===== src/fcs_defines.vh =====
`ifndef FCS_DEFINES_VH
`define FCS_DEFINES_VH

// flash command bytes
`define FCS_CMD_READ_ARRAY 8'hff
`define FCS_CMD_READ_ID 8'h90
`define FCS_CMD_READ_STATUS 8'h70
`define FCS_CMD_CLEAR_STATUS 8'h50
`define FCS_CMD_PROGRAM 8'h40
`define FCS_CMD_ERASE 8'h20
`define FCS_CMD_CONFIRM 8'hd0
`define FCS_CMD_SUSPEND 8'hb0

// operations started through the control register
`define FCS_OP_ARRAY 4'h0
`define FCS_OP_IDENT 4'h1
`define FCS_OP_STATUS 4'h2
`define FCS_OP_CLEAR 4'h3
`define FCS_OP_PROGRAM 4'h4
`define FCS_OP_ERASE 4'h5
`define FCS_OP_SUSPEND 4'h6
`define FCS_OP_RESUME 4'h7
`define FCS_OP_READ 4'h8

// step kinds of a sequence
`define FCS_K_WR 2'h0
`define FCS_K_RD 2'h1
`define FCS_K_POLL 2'h2
`define FCS_K_END 2'h3

// destinations of a read step
`define FCS_D_LO 2'h0
`define FCS_D_HI 2'h1
`define FCS_D_STAT 2'h2

// register indices (byte address = 4 * index)
`define FCS_REG_CTRL 3'h0
`define FCS_REG_ADDR 3'h1
`define FCS_REG_WDATA 3'h2
`define FCS_REG_RESULT 3'h3
`define FCS_REG_STATUS 3'h4
`define FCS_REG_PINS 3'h5
`define FCS_REG_LAST 3'h5

// field positions
`define FCS_CTRL_OP 3:0
`define FCS_CTRL_CLEAN 4
`define FCS_ST_BUSY 8
`define FCS_ST_UPPER_BAD 9
`define FCS_ST_REFUSED 10
`define FCS_READY_BIT 7
`define FCS_AXI_OKAY 2'h0
`define FCS_AXI_SLVERR 2'h2

// timing, ns and derived cycle counts at 125 MHz
`define FCS_CLK_NS 8
`define FCS_T_WP_NS 70
`define FCS_T_WH_NS 30
`define FCS_T_ACC_NS 90
`define FCS_T_REC_NS 30
`define FCS_SYNC_CYC 2
`define FCS_T_WP_CYC ((`FCS_T_WP_NS + `FCS_CLK_NS - 1) / `FCS_CLK_NS)
`define FCS_T_WH_CYC ((`FCS_T_WH_NS + `FCS_CLK_NS - 1) / `FCS_CLK_NS)
`define FCS_T_ACC_CYC ((`FCS_T_ACC_NS + `FCS_CLK_NS - 1) / `FCS_CLK_NS + `FCS_SYNC_CYC)
`define FCS_T_REC_CYC ((`FCS_T_REC_NS + `FCS_CLK_NS - 1) / `FCS_CLK_NS)

`endif


===== src/fcs_sync.v =====
`timescale 1ns/10ps
// two-stage synchroniser for pin inputs
module fcs_sync #(
  parameter W = 16
) (
  input wire clk,
  input wire reset,
  input wire [W-1:0] din,
  output reg [W-1:0] dout
);
  reg [W-1:0] stage1;
  always @(posedge clk) begin
    if (reset) begin
      stage1 <= {W{1'b0}};
      dout <= {W{1'b0}};
    end else begin
      stage1 <= din;
      dout <= stage1;
    end
  end
endmodule // fcs_sync


===== src/fcs_axil_slave.v =====
`timescale 1ns/10ps
`include "fcs_defines.vh"
module fcs_axil_slave (
  input wire clk,
  input wire reset,
  input wire [7:0] awaddr,
  input wire awvalid,
  output reg awready,
  input wire [31:0] wdata,
  input wire [3:0] wstrb,
  input wire wvalid,
  output reg wready,
  output reg [1:0] bresp,
  output reg bvalid,
  input wire bready,
  input wire [7:0] araddr,
  input wire arvalid,
  output reg arready,
  output reg [31:0] rdata,
  output reg [1:0] rresp,
  output reg rvalid,
  input wire rready,
  output reg regWrEn,
  output reg [2:0] regWrIndex,
  output reg [31:0] regWrData,
  output reg [3:0] regWrStrb,
  output wire [2:0] rdIndex,
  input wire [31:0] rdData
);
  reg awHeld;
  reg wHeld;
  reg [7:0] awAddrQ;
  wire awTake = awready & awvalid;
  wire wTake = wready & wvalid;
  wire wrFire = awHeld & wHeld & ~bvalid;
  wire arTake = arready & arvalid;
  wire wrMapped = (awAddrQ[7:5] == 3'h0) && (awAddrQ[4:2] <= `FCS_REG_LAST);
  wire rdMapped = (araddr[7:5] == 3'h0) && (araddr[4:2] <= `FCS_REG_LAST);
  assign rdIndex = araddr[4:2];

  always @(posedge clk) begin
    if (reset) begin
      awready <= 1'b0;
      wready <= 1'b0;
      bvalid <= 1'b0;
      bresp <= `FCS_AXI_OKAY;
      awHeld <= 1'b0;
      wHeld <= 1'b0;
      awAddrQ <= 8'h00;
      regWrEn <= 1'b0;
      regWrIndex <= 3'h0;
      regWrData <= 32'h00000000;
      regWrStrb <= 4'h0;
    end else begin
      regWrEn <= 1'b0;
      awready <= ~((awHeld & ~wrFire) | awTake);
      wready <= ~((wHeld & ~wrFire) | wTake);
      if (bvalid && bready)
        bvalid <= 1'b0;
      if (awTake) begin
        awHeld <= 1'b1;
        awAddrQ <= awaddr;
      end
      if (wTake) begin
        wHeld <= 1'b1;
        regWrData <= wdata;
        regWrStrb <= wstrb;
      end
      if (wrFire) begin
        awHeld <= 1'b0;
        wHeld <= 1'b0;
        bvalid <= 1'b1;
        bresp <= wrMapped ? `FCS_AXI_OKAY : `FCS_AXI_SLVERR;
        regWrEn <= wrMapped;
        regWrIndex <= awAddrQ[4:2];
      end
    end
  end

  always @(posedge clk) begin
    if (reset) begin
      arready <= 1'b0;
      rvalid <= 1'b0;
      rdata <= 32'h00000000;
      rresp <= `FCS_AXI_OKAY;
    end else begin
      arready <= ~(arTake | (rvalid & ~rready));
      if (rvalid && rready)
        rvalid <= 1'b0;
      if (arTake) begin
        rvalid <= 1'b1;
        rdata <= rdMapped ? rdData : 32'h00000000;
        rresp <= rdMapped ? `FCS_AXI_OKAY : `FCS_AXI_SLVERR;
      end
    end
  end
endmodule // fcs_axil_slave


===== src/fcs_flash_host.v =====
`timescale 1ns/10ps
`include "fcs_defines.vh"
// Functional notes
// RULE1 - 90H then reads at addresses 0, 1
// RULE2 - FFH returns device to array reads
// RULE3 - after 70H every read gives status
// RULE4 - status on low byte, upper byte zero
// RULE5 - status snapshot taken at read start
// RULE6 - toggle chip-select and output-enable each poll
// RULE7 - error bits stay until 50H clears
// RULE8 - program: 40H then address and data
// RULE9 - programming only turns ones into zeros
// RULE10 - ready bit zero while programming
// RULE11 - program, supply, lock error bits set
// RULE12 - B0H suspends program, ready plus suspended
// RULE13 - limited commands while program suspended
// RULE14 - D0H resumes, status reads follow
// RULE15 - erase: 20H then D0H at block
// RULE16 - erase self-timed, ready bit zero
// RULE17 - erase error, supply error on bad supply
// RULE18 - B0H pauses erase, status shows it
// RULE19 - limited commands while erase suspended
// RULE20 - chip-select high gives erase pseudo-standby
// RULE21 - clear status, read array after operations
// RULE22 - bad confirm sets both error bits
// RULE23 - status mode entered when operation starts
// RULE24 - erase suspend sets ready and suspended
// RULE25 - invalid command leaves operation unaffected
module fcs_flash_host (
  input wire clk,
  input wire reset,
  input wire [7:0] awaddr,
  input wire awvalid,
  output wire awready,
  input wire [31:0] wdata,
  input wire [3:0] wstrb,
  input wire wvalid,
  output wire wready,
  output wire [1:0] bresp,
  output wire bvalid,
  input wire bready,
  input wire [7:0] araddr,
  input wire arvalid,
  output wire arready,
  output wire [31:0] rdata,
  output wire [1:0] rresp,
  output wire rvalid,
  input wire rready,
  output reg [21:0] flashAddr,
  output reg flashCeN,
  output reg flashOeN,
  output reg flashWeN,
  output reg [15:0] flashDqOut,
  output reg flashDqOeN,
  input wire [15:0] flashDqIn,
  output reg deep_reset_n
);
  localparam integer T_WP_I = `FCS_T_WP_CYC;
  localparam integer T_WH_I = `FCS_T_WH_CYC;
  localparam integer T_ACC_I = `FCS_T_ACC_CYC;
  localparam integer T_REC_I = `FCS_T_REC_CYC;
  localparam [7:0] T_WP = T_WP_I[7:0];
  localparam [7:0] T_WH = T_WH_I[7:0];
  localparam [7:0] T_ACC = T_ACC_I[7:0];
  localparam [7:0] T_REC = T_REC_I[7:0];
  localparam [5:0] ST_IDLE = 6'h01;
  localparam [5:0] ST_FETCH = 6'h02;
  localparam [5:0] ST_WLOW = 6'h04;
  localparam [5:0] ST_WHIGH = 6'h08;
  localparam [5:0] ST_RLOW = 6'h10;
  localparam [5:0] ST_GAP = 6'h20;

  wire regWrEn;
  wire [2:0] regWrIndex;
  wire [31:0] regWrData;
  wire [3:0] regWrStrb;
  wire [2:0] rdIndex;
  reg [31:0] rdData;
  wire [15:0] dqSync;

  reg [5:0] state;
  reg [7:0] cnt;
  reg [3:0] op;
  reg [2:0] step;
  reg busy;
  reg autoClean;
  reg [3:0] ctrlOp;
  reg [21:0] addrReg;
  reg [15:0] dataReg;
  reg [15:0] resultLo;
  reg [15:0] resultHi;
  reg [7:0] flashStatus;
  reg upperBad;
  reg refused;
  reg suspendPend;

  reg [1:0] kind;
  reg [21:0] stepAddr;
  reg [15:0] stepData;
  reg [1:0] stepDst;

  wire [31:0] strbMask = {{8{regWrStrb[3]}}, {8{regWrStrb[2]}}, {8{regWrStrb[1]}}, {8{regWrStrb[0]}}};
  wire ctrlWrite = regWrEn && (regWrIndex == `FCS_REG_CTRL) && regWrStrb[0];
  wire startReq = ctrlWrite && !busy;
  // a suspend order is taken while a program, erase or resume operation is busy
  wire suspendAsk = ctrlWrite && busy && (regWrData[`FCS_CTRL_OP] == `FCS_OP_SUSPEND) &&
    (op == `FCS_OP_PROGRAM || op == `FCS_OP_ERASE || op == `FCS_OP_RESUME);

  fcs_axil_slave i_fcs_axil_slave (
    .clk(clk),
    .reset(reset),
    .awaddr(awaddr),
    .awvalid(awvalid),
    .awready(awready),
    .wdata(wdata),
    .wstrb(wstrb),
    .wvalid(wvalid),
    .wready(wready),
    .bresp(bresp),
    .bvalid(bvalid),
    .bready(bready),
    .araddr(araddr),
    .arvalid(arvalid),
    .arready(arready),
    .rdata(rdata),
    .rresp(rresp),
    .rvalid(rvalid),
    .rready(rready),
    .regWrEn(regWrEn),
    .regWrIndex(regWrIndex),
    .regWrData(regWrData),
    .regWrStrb(regWrStrb),
    .rdIndex(rdIndex),
    .rdData(rdData)
  );

  fcs_sync #(
    .W(16)
  ) i_fcs_sync (
    .clk(clk),
    .reset(reset),
    .din(flashDqIn),
    .dout(dqSync)
  );

  always @* begin
    case (rdIndex)
      `FCS_REG_CTRL: rdData = {27'h0000000, autoClean, ctrlOp};
      `FCS_REG_ADDR: rdData = {10'h000, addrReg};
      `FCS_REG_WDATA: rdData = {16'h0000, dataReg};
      `FCS_REG_RESULT: rdData = {resultHi, resultLo};
      `FCS_REG_STATUS: rdData = {21'h000000, refused, upperBad, busy, flashStatus};
      `FCS_REG_PINS: rdData = {31'h00000000, deep_reset_n};
      default: rdData = 32'h00000000;
    endcase
  end

  // sequence table: one bus cycle per step, except a poll step, which repeats its read until ready
  always @* begin
    kind = `FCS_K_END;
    stepAddr = 22'h000000;
    stepData = 16'h0000;
    stepDst = `FCS_D_LO;
    case (op)
      `FCS_OP_ARRAY: begin
        if (step == 3'h0) begin
          kind = `FCS_K_WR;
          stepData = {8'h00, `FCS_CMD_READ_ARRAY}; // RULE2
        end
      end
      `FCS_OP_IDENT: begin
        case (step)
          3'h0: begin
            kind = `FCS_K_WR;
            stepData = {8'h00, `FCS_CMD_READ_ID}; // RULE1
          end
          3'h1: begin
            kind = `FCS_K_RD;
            stepAddr = 22'h000000; // RULE1
          end
          3'h2: begin
            kind = `FCS_K_RD;
            stepAddr = 22'h000001; // RULE1
            stepDst = `FCS_D_HI;
          end
          3'h3: begin
            kind = `FCS_K_WR;
            stepData = {8'h00, `FCS_CMD_READ_ARRAY}; // RULE2
          end
          default: kind = `FCS_K_END;
        endcase
      end
      `FCS_OP_STATUS: begin
        if (step == 3'h0) begin
          kind = `FCS_K_WR;
          stepData = {8'h00, `FCS_CMD_READ_STATUS}; // RULE3
        end else if (step == 3'h1) begin
          kind = `FCS_K_RD;
          stepDst = `FCS_D_STAT;
        end
      end
      `FCS_OP_CLEAR: begin
        if (step == 3'h0) begin
          kind = `FCS_K_WR;
          stepData = {8'h00, `FCS_CMD_CLEAR_STATUS}; // RULE7
        end
      end
      `FCS_OP_PROGRAM, `FCS_OP_ERASE, `FCS_OP_SUSPEND, `FCS_OP_RESUME: begin
        case (step)
          3'h0: begin
            kind = `FCS_K_WR;
            if (op == `FCS_OP_PROGRAM)
              stepData = {8'h00, `FCS_CMD_PROGRAM}; // RULE8
            else if (op == `FCS_OP_ERASE)
              stepData = {8'h00, `FCS_CMD_ERASE}; // RULE15
            else if (op == `FCS_OP_SUSPEND)
              stepData = {8'h00, `FCS_CMD_SUSPEND}; // RULE12 RULE18
            else
              stepData = {8'h00, `FCS_CMD_CONFIRM}; // RULE14
          end
          3'h1: begin
            // suspend and resume have no second write; they poll here
            kind = `FCS_K_WR;
            stepAddr = addrReg;
            if (op == `FCS_OP_PROGRAM)
              stepData = dataReg; // RULE8 RULE9
            else if (op == `FCS_OP_ERASE)
              stepData = {8'h00, `FCS_CMD_CONFIRM}; // RULE15
            else
              kind = `FCS_K_POLL; // RULE23
          end
          3'h2: begin
            if (op == `FCS_OP_PROGRAM || op == `FCS_OP_ERASE)
              kind = `FCS_K_POLL; // RULE23 RULE10 RULE16
            else if (autoClean && op == `FCS_OP_RESUME) begin
              kind = `FCS_K_WR;
              stepData = {8'h00, `FCS_CMD_CLEAR_STATUS}; // RULE21
            end
          end
          3'h3: begin
            if (autoClean && op != `FCS_OP_SUSPEND) begin
              kind = `FCS_K_WR;
              if (op == `FCS_OP_RESUME)
                stepData = {8'h00, `FCS_CMD_READ_ARRAY}; // RULE21
              else
                stepData = {8'h00, `FCS_CMD_CLEAR_STATUS}; // RULE21
            end
          end
          3'h4: begin
            if (autoClean && op != `FCS_OP_SUSPEND && op != `FCS_OP_RESUME) begin
              kind = `FCS_K_WR;
              stepData = {8'h00, `FCS_CMD_READ_ARRAY}; // RULE21
            end
          end
          default: kind = `FCS_K_END;
        endcase
      end
      `FCS_OP_READ: begin
        if (step == 3'h0) begin
          kind = `FCS_K_RD;
          stepAddr = addrReg;
        end
      end
      default: kind = `FCS_K_END;
    endcase
  end

  // software registers
  always @(posedge clk) begin
    if (reset) begin
      ctrlOp <= `FCS_OP_ARRAY;
      autoClean <= 1'b0;
      addrReg <= 22'h000000;
      dataReg <= 16'h0000;
      deep_reset_n <= 1'b1;
      refused <= 1'b0;
    end else begin
      if (startReq || suspendAsk) begin
        ctrlOp <= regWrData[`FCS_CTRL_OP];
        autoClean <= regWrData[`FCS_CTRL_CLEAN];
      end
      if (ctrlWrite && busy && !suspendAsk)
        refused <= 1'b1;
      else if (regWrEn && regWrIndex == `FCS_REG_STATUS && regWrStrb[1] && regWrData[`FCS_ST_REFUSED])
        refused <= 1'b0;
      if (regWrEn && !busy && regWrIndex == `FCS_REG_ADDR)
        addrReg <= (addrReg & ~strbMask[21:0]) | (regWrData[21:0] & strbMask[21:0]);
      if (regWrEn && !busy && regWrIndex == `FCS_REG_WDATA)
        dataReg <= (dataReg & ~strbMask[15:0]) | (regWrData[15:0] & strbMask[15:0]);
      if (regWrEn && regWrIndex == `FCS_REG_PINS && regWrStrb[0])
        deep_reset_n <= regWrData[0];
    end
  end

  // bus cycle engine; chip-select idles high between cycles
  always @(posedge clk) begin
    if (reset) begin
      state <= ST_IDLE;
      cnt <= 8'h00;
      op <= `FCS_OP_ARRAY;
      step <= 3'h0;
      busy <= 1'b0;
      flashAddr <= 22'h000000;
      flashCeN <= 1'b1; // RULE20
      flashOeN <= 1'b1;
      flashWeN <= 1'b1;
      flashDqOut <= 16'h0000;
      flashDqOeN <= 1'b1;
      resultLo <= 16'h0000;
      resultHi <= 16'h0000;
      flashStatus <= 8'h00;
      upperBad <= 1'b0;
      suspendPend <= 1'b0;
    end else begin
      if (suspendAsk)
        suspendPend <= 1'b1;
      case (state)
        ST_IDLE: begin
          if (startReq) begin
            op <= regWrData[`FCS_CTRL_OP];
            step <= 3'h0;
            busy <= 1'b1;
            upperBad <= 1'b0;
            state <= ST_FETCH;
          end
        end
        ST_FETCH: begin
          flashAddr <= stepAddr;
          if (suspendPend && kind == `FCS_K_POLL) begin
            // swap the running poll for a suspend sequence
            op <= `FCS_OP_SUSPEND; // RULE12 RULE18
            step <= 3'h0;
            suspendPend <= 1'b0;
          end else if (kind == `FCS_K_WR) begin
            flashDqOut <= stepData;
            flashDqOeN <= 1'b0;
            flashCeN <= 1'b0;
            flashWeN <= 1'b0;
            cnt <= T_WP - 8'h01;
            state <= ST_WLOW;
          end else if (kind == `FCS_K_END) begin
            busy <= 1'b0;
            suspendPend <= 1'b0;
            state <= ST_IDLE;
          end else begin
            flashDqOeN <= 1'b1;
            flashCeN <= 1'b0; // RULE5 RULE6
            flashOeN <= 1'b0; // RULE5 RULE6
            cnt <= T_ACC - 8'h01;
            state <= ST_RLOW;
          end
        end
        ST_WLOW: begin
          if (cnt == 8'h00) begin
            flashWeN <= 1'b1;
            cnt <= T_WH - 8'h01;
            state <= ST_WHIGH;
          end else
            cnt <= cnt - 8'h01;
        end
        ST_WHIGH: begin
          if (cnt == 8'h00) begin
            flashCeN <= 1'b1;
            flashDqOeN <= 1'b1;
            step <= step + 3'h1;
            cnt <= T_REC - 8'h01;
            state <= ST_GAP;
          end else
            cnt <= cnt - 8'h01;
        end
        ST_RLOW: begin
          if (cnt == 8'h00) begin
            flashCeN <= 1'b1; // RULE6
            flashOeN <= 1'b1; // RULE6
            if (kind == `FCS_K_POLL || stepDst == `FCS_D_STAT) begin
              flashStatus <= dqSync[7:0]; // RULE7 RULE11 RULE17 RULE22 RULE24
              upperBad <= upperBad | (dqSync[15:8] != 8'h00); // RULE4
            end else if (stepDst == `FCS_D_HI)
              resultHi <= dqSync;
            else
              resultLo <= dqSync;
            // poll again with a fresh falling edge until ready
            if (!(kind == `FCS_K_POLL && !dqSync[`FCS_READY_BIT])) // RULE10 RULE12 RULE16
              step <= step + 3'h1;
            cnt <= T_REC - 8'h01;
            state <= ST_GAP;
          end else
            cnt <= cnt - 8'h01;
        end
        ST_GAP: begin
          if (cnt == 8'h00)
            state <= ST_FETCH;
          else
            cnt <= cnt - 8'h01;
        end
        default: state <= ST_IDLE;
      endcase
    end
  end
endmodule // fcs_flash_host


===== config.mk =====
export PLATFORM = sky130hd
export DESIGN_NAME = fcs_flash_host
export DESIGN_NICKNAME = d
export VERILOG_FILES = /design/src/fcs_sync.v /design/src/fcs_axil_slave.v /design/src/fcs_flash_host.v
export VERILOG_INCLUDE_DIRS = /design/src
export SDC_FILE = /design/constraint.sdc
export NUM_CORES = 1
export LEC_CHECK = 0
export BUFFER_PORTS_ARGS = -buffer_cell sky130_fd_sc_hd__buf_2
export CORE_MARGIN = 2
export CORE_UTILIZATION = 55
export CTS_BUF_LIST = sky130_fd_sc_hd__clkbuf_8 sky130_fd_sc_hd__clkbuf_16
export DETAILED_ROUTE_END_ITERATION = 12
export GPL_TIMING_DRIVEN = 0
export PLACE_DENSITY = 0.77
export SLEW_MARGIN = 20
export SYNTH_ARGS = -nofsm -noshare
export SYNTH_HDL_FRONTEND = slang
export SYNTH_HIERARCHICAL = 1
export SYNTH_SLANG_ARGS = --single-unit

===== constraint.sdc =====
create_clock -name clk -period 11.4 [get_ports clk]
set_clock_uncertainty 0.15 [all_clocks]
set_input_delay 2.28 -clock clk [delete_from_list [all_inputs] [get_ports clk]]
set_output_delay 2.28 -clock clk [all_outputs]
set_load 0.01 [all_outputs]

==> results.txt <==
* Antenna viol nets, final: 0
* Final setup viols: 0
* Cells after Synth: 1289
- Max-cap violations in this run came to 0.
* Layout Area Growth over Synthesis: 17.4%
- Overall Global Routing Usage: 0.290
- Reg2Reg Capture Point: cnt[7]
- For this design the ratio of total power to cell area is 149 mW/mm^2.
* Setup TNS after final layout: 0 ps
- Warnings from Yosys: 6
- Hold buffers post-CTS: 0
* TritonCTS clock tree: done
* Routed vias/inst: 5.90
- ANT cells: 0
- PostCTS Resize Cnt: 0
* Status: finished, final reports clean
- Clk sink count: 259
- Startpoint of the worst-slack reg-to-reg timing path: step[2]
- Height of the chip: 146 um
- The max-slew violation count is 0.
- Buffer count from post-CTS setup fixing: 0
* Maximum frequency from static timing analysis: 219 MHz
- The root buffer cell chosen for the clock tree is sky130_fd_sc_hd__clkbuf_16.
- Number of instances on the worst hold path: 1
- Crit path arrival time: 4850 ps
- Source of the worst hold timing path: i_fcs_sync/stage1[10]
- In the final design database the tool counted 1542 nets.
* Std-Cell Rows: 52
- I/O pin cnt: 159
* Floorplan die width: 146 um
- Placeable Area: 0.0200 sq mm
* Number of cells on the worst reg-to-reg path: 14
- By startpoint and endpoint, the worst setup path is classified as reg2reg.
- In the finished design, the share of the clock period the worst path needs comes to 0.401.
* Nature of the critical path startpoint: register
- The pre-antenna-repair detailed-routing pass consisted of 5 iterations.
- The largest single stage delay on the critical path is 540 ps.
- Crit path max fanout: 10
- H-tree levels: 1
- The tightest min-delay check is of the reg2reg type.
- Clock-pin slew was measured on the worst setup and hold paths at 60 ps.
- Detailed-route DRC error count: 0
- The first global-routing pass estimated 50000 um of wire.
- Unrepaired setup endpoints after global routing: no
- Total Power: 1950 uW
- The analysis attributes to cell leakage a power of 0.00525 uW.
* Cell chain of the critical path: clkbuf_1 > inv_1 > ha_1 > clkbuf_1 > or2_2 > a2bb2oi_1 > o21a_1 > nand4_1 > ha_1 > a211oi_1 > and3_1 > nor3_1 > or4_1 > a221oi_1
- Of the cells placed in the final design, the portion with a size suffix greater than 1 is 0.163.
- Actual slew at the worst max-slew pin: 988 ps
- Half-perimeter wire length after detailed placement: 23600 um
* Via count of the first global-routing pass: 9412
* Endpoint class of the critical path: register
- A synthesized cell averages 8.63 sq um.
- R2R Setup Slk: 6830 ps
- Slowest library cell on the worst path: sky130_fd_sc_hd__or4_1
- Clock latency at the later pin of the worst-skew pair: 540 ps
* Total count of hold-check failures in the final report: 0
- The floorplan step defined a die boundary enclosing 0.0214 sq mm.
- The congestion estimate from routability-driven global placement came to 0.911.
* Area of the mapped netlist: 0.0111 sq mm
- Required time at the worst-slack endpoint: 11680 ps
- Detailed routing inserted a total of 10300 vias.
- During placement, the flow inserted port buffers numbering 139.
* Peak supply drop: 0.107 mV
* CTS max path bufs: 3
- Hold endpoint: i_fcs_sync/dout[10]
* Minimum clock period: 4570 ps
- Summed over all layers, the routed wires come to 32300 um.
- Clock buffer count from CTS: 27
- After the first detailed-routing iteration, the DRC count stood at 910.
- In the final routed layout, each cell accounts on average for 18.5 um.
- Number of antenna violations at the first check in global routing: 0
* Pin count of the biggest net entering global routing: 14
* GRT overflow: 0
- Worst relative slew slack: 0.338
- The initial utilization of the core area, before any placement, comes to 0.555.
per-layer routing:
| layer | vias to the layer above | GRT usage | part of all wire | wire (um) |
|---|---|---|---|---|
| li1 | 4866 | - | - | - |
| met1 | 4871 | 0.412 | 0.43 | 14000 |
| met2 | 494 | 0.459 | 0.44 | 14300 |
| met3 | 79 | 0.0350 | 0.087 | 2830 |
| met4 | 0 | 0.103 | 0.038 | 1220 |
| met5 | - | 0 | 0 | 0 |
layout make-up:
cell class                      instances  area (sq um)
Sequential cell                       259          5180
Inverter                               12          45.0
Fill cell                            1734          6980
Multi-Input combinational cell        911          5380
Timing Repair Buffer                  139           696
Clock buffer                           34           772
Tap cell                              270           338
Buffer                                108           520
Clock inverter                         13           125
critical path: cells and delay by family (launching register included):
kind	cells	cell delay [ps]
buf+inv	3	750
flops	1	340
fa+ha+maj	2	510
simple gates	5	1510
compound gates	4	1210
how the worst max path moves through the flow:
| stage | slack, ps | startpoint | endpoint |
|---|---|---|---|
| 2_1_floorplan | 7570 | araddr[3] | i_fcs_axil_slave/rdata[2] |
| 3_3_place_gp | 7020 | araddr[3] | i_fcs_axil_slave/rdata[19] |
| 3_5_place_dp | 6960 | reset | flashStatus[7] |
| 4_1_cts | 6970 | step[2] | cnt[7] |
| 5_1_grt | 6550 | step[2] | cnt[7] |
| 6_report | 6830 | step[2] | cnt[7] |
power by group:
| group | switching [uW] | internal (uW) |
|---|---|---|
| sequential | 15.7 | 921 |
| combinational | 87.2 | 45.9 |
| clock | 360 | 521 |
placed cells by master, fill, tap and decap left out, types with 9 or more instances in the layout:
cell and instances:
sky130_fd_sc_hd__buf_4 9, sky130_fd_sc_hd__nor3_1 23, sky130_fd_sc_hd__clkbuf_16 27, sky130_fd_sc_hd__nor2b_1 45, sky130_fd_sc_hd__and2_1 13, sky130_fd_sc_hd__inv_1 15, sky130_fd_sc_hd__nor2_1 126, sky130_fd_sc_hd__ha_1 9
sky130_fd_sc_hd__dfxtp_1 259, sky130_fd_sc_hd__a22oi_1 34, sky130_fd_sc_hd__mux2i_1 74, sky130_fd_sc_hd__buf_2 145, sky130_fd_sc_hd__a211oi_1 9, sky130_fd_sc_hd__nand3_1 82, sky130_fd_sc_hd__clkbuf_1 79, sky130_fd_sc_hd__nand3_2 9
sky130_fd_sc_hd__o22ai_1 17, sky130_fd_sc_hd__a21oi_1 124, sky130_fd_sc_hd__o21ai_0 21, sky130_fd_sc_hd__nand2_1 170, sky130_fd_sc_hd__a21oi_2 9, sky130_fd_sc_hd__nand2b_1 11
metrics by stage:
stage	area, sq um	utilization	hold slack [ps]	instances	setup WS, ps
after floorplan	11100	-	264	1290	7570
after global placement	12200	0.607	271	1699	7020
after detailed placement	12200	0.607	272	1699	6960
after CTS	13100	0.652	283	1746	6970
after global routing	13100	0.652	310	1746	6550
final	13100	0.652	282	1746	6830
(Power assumes the default switching activity.)
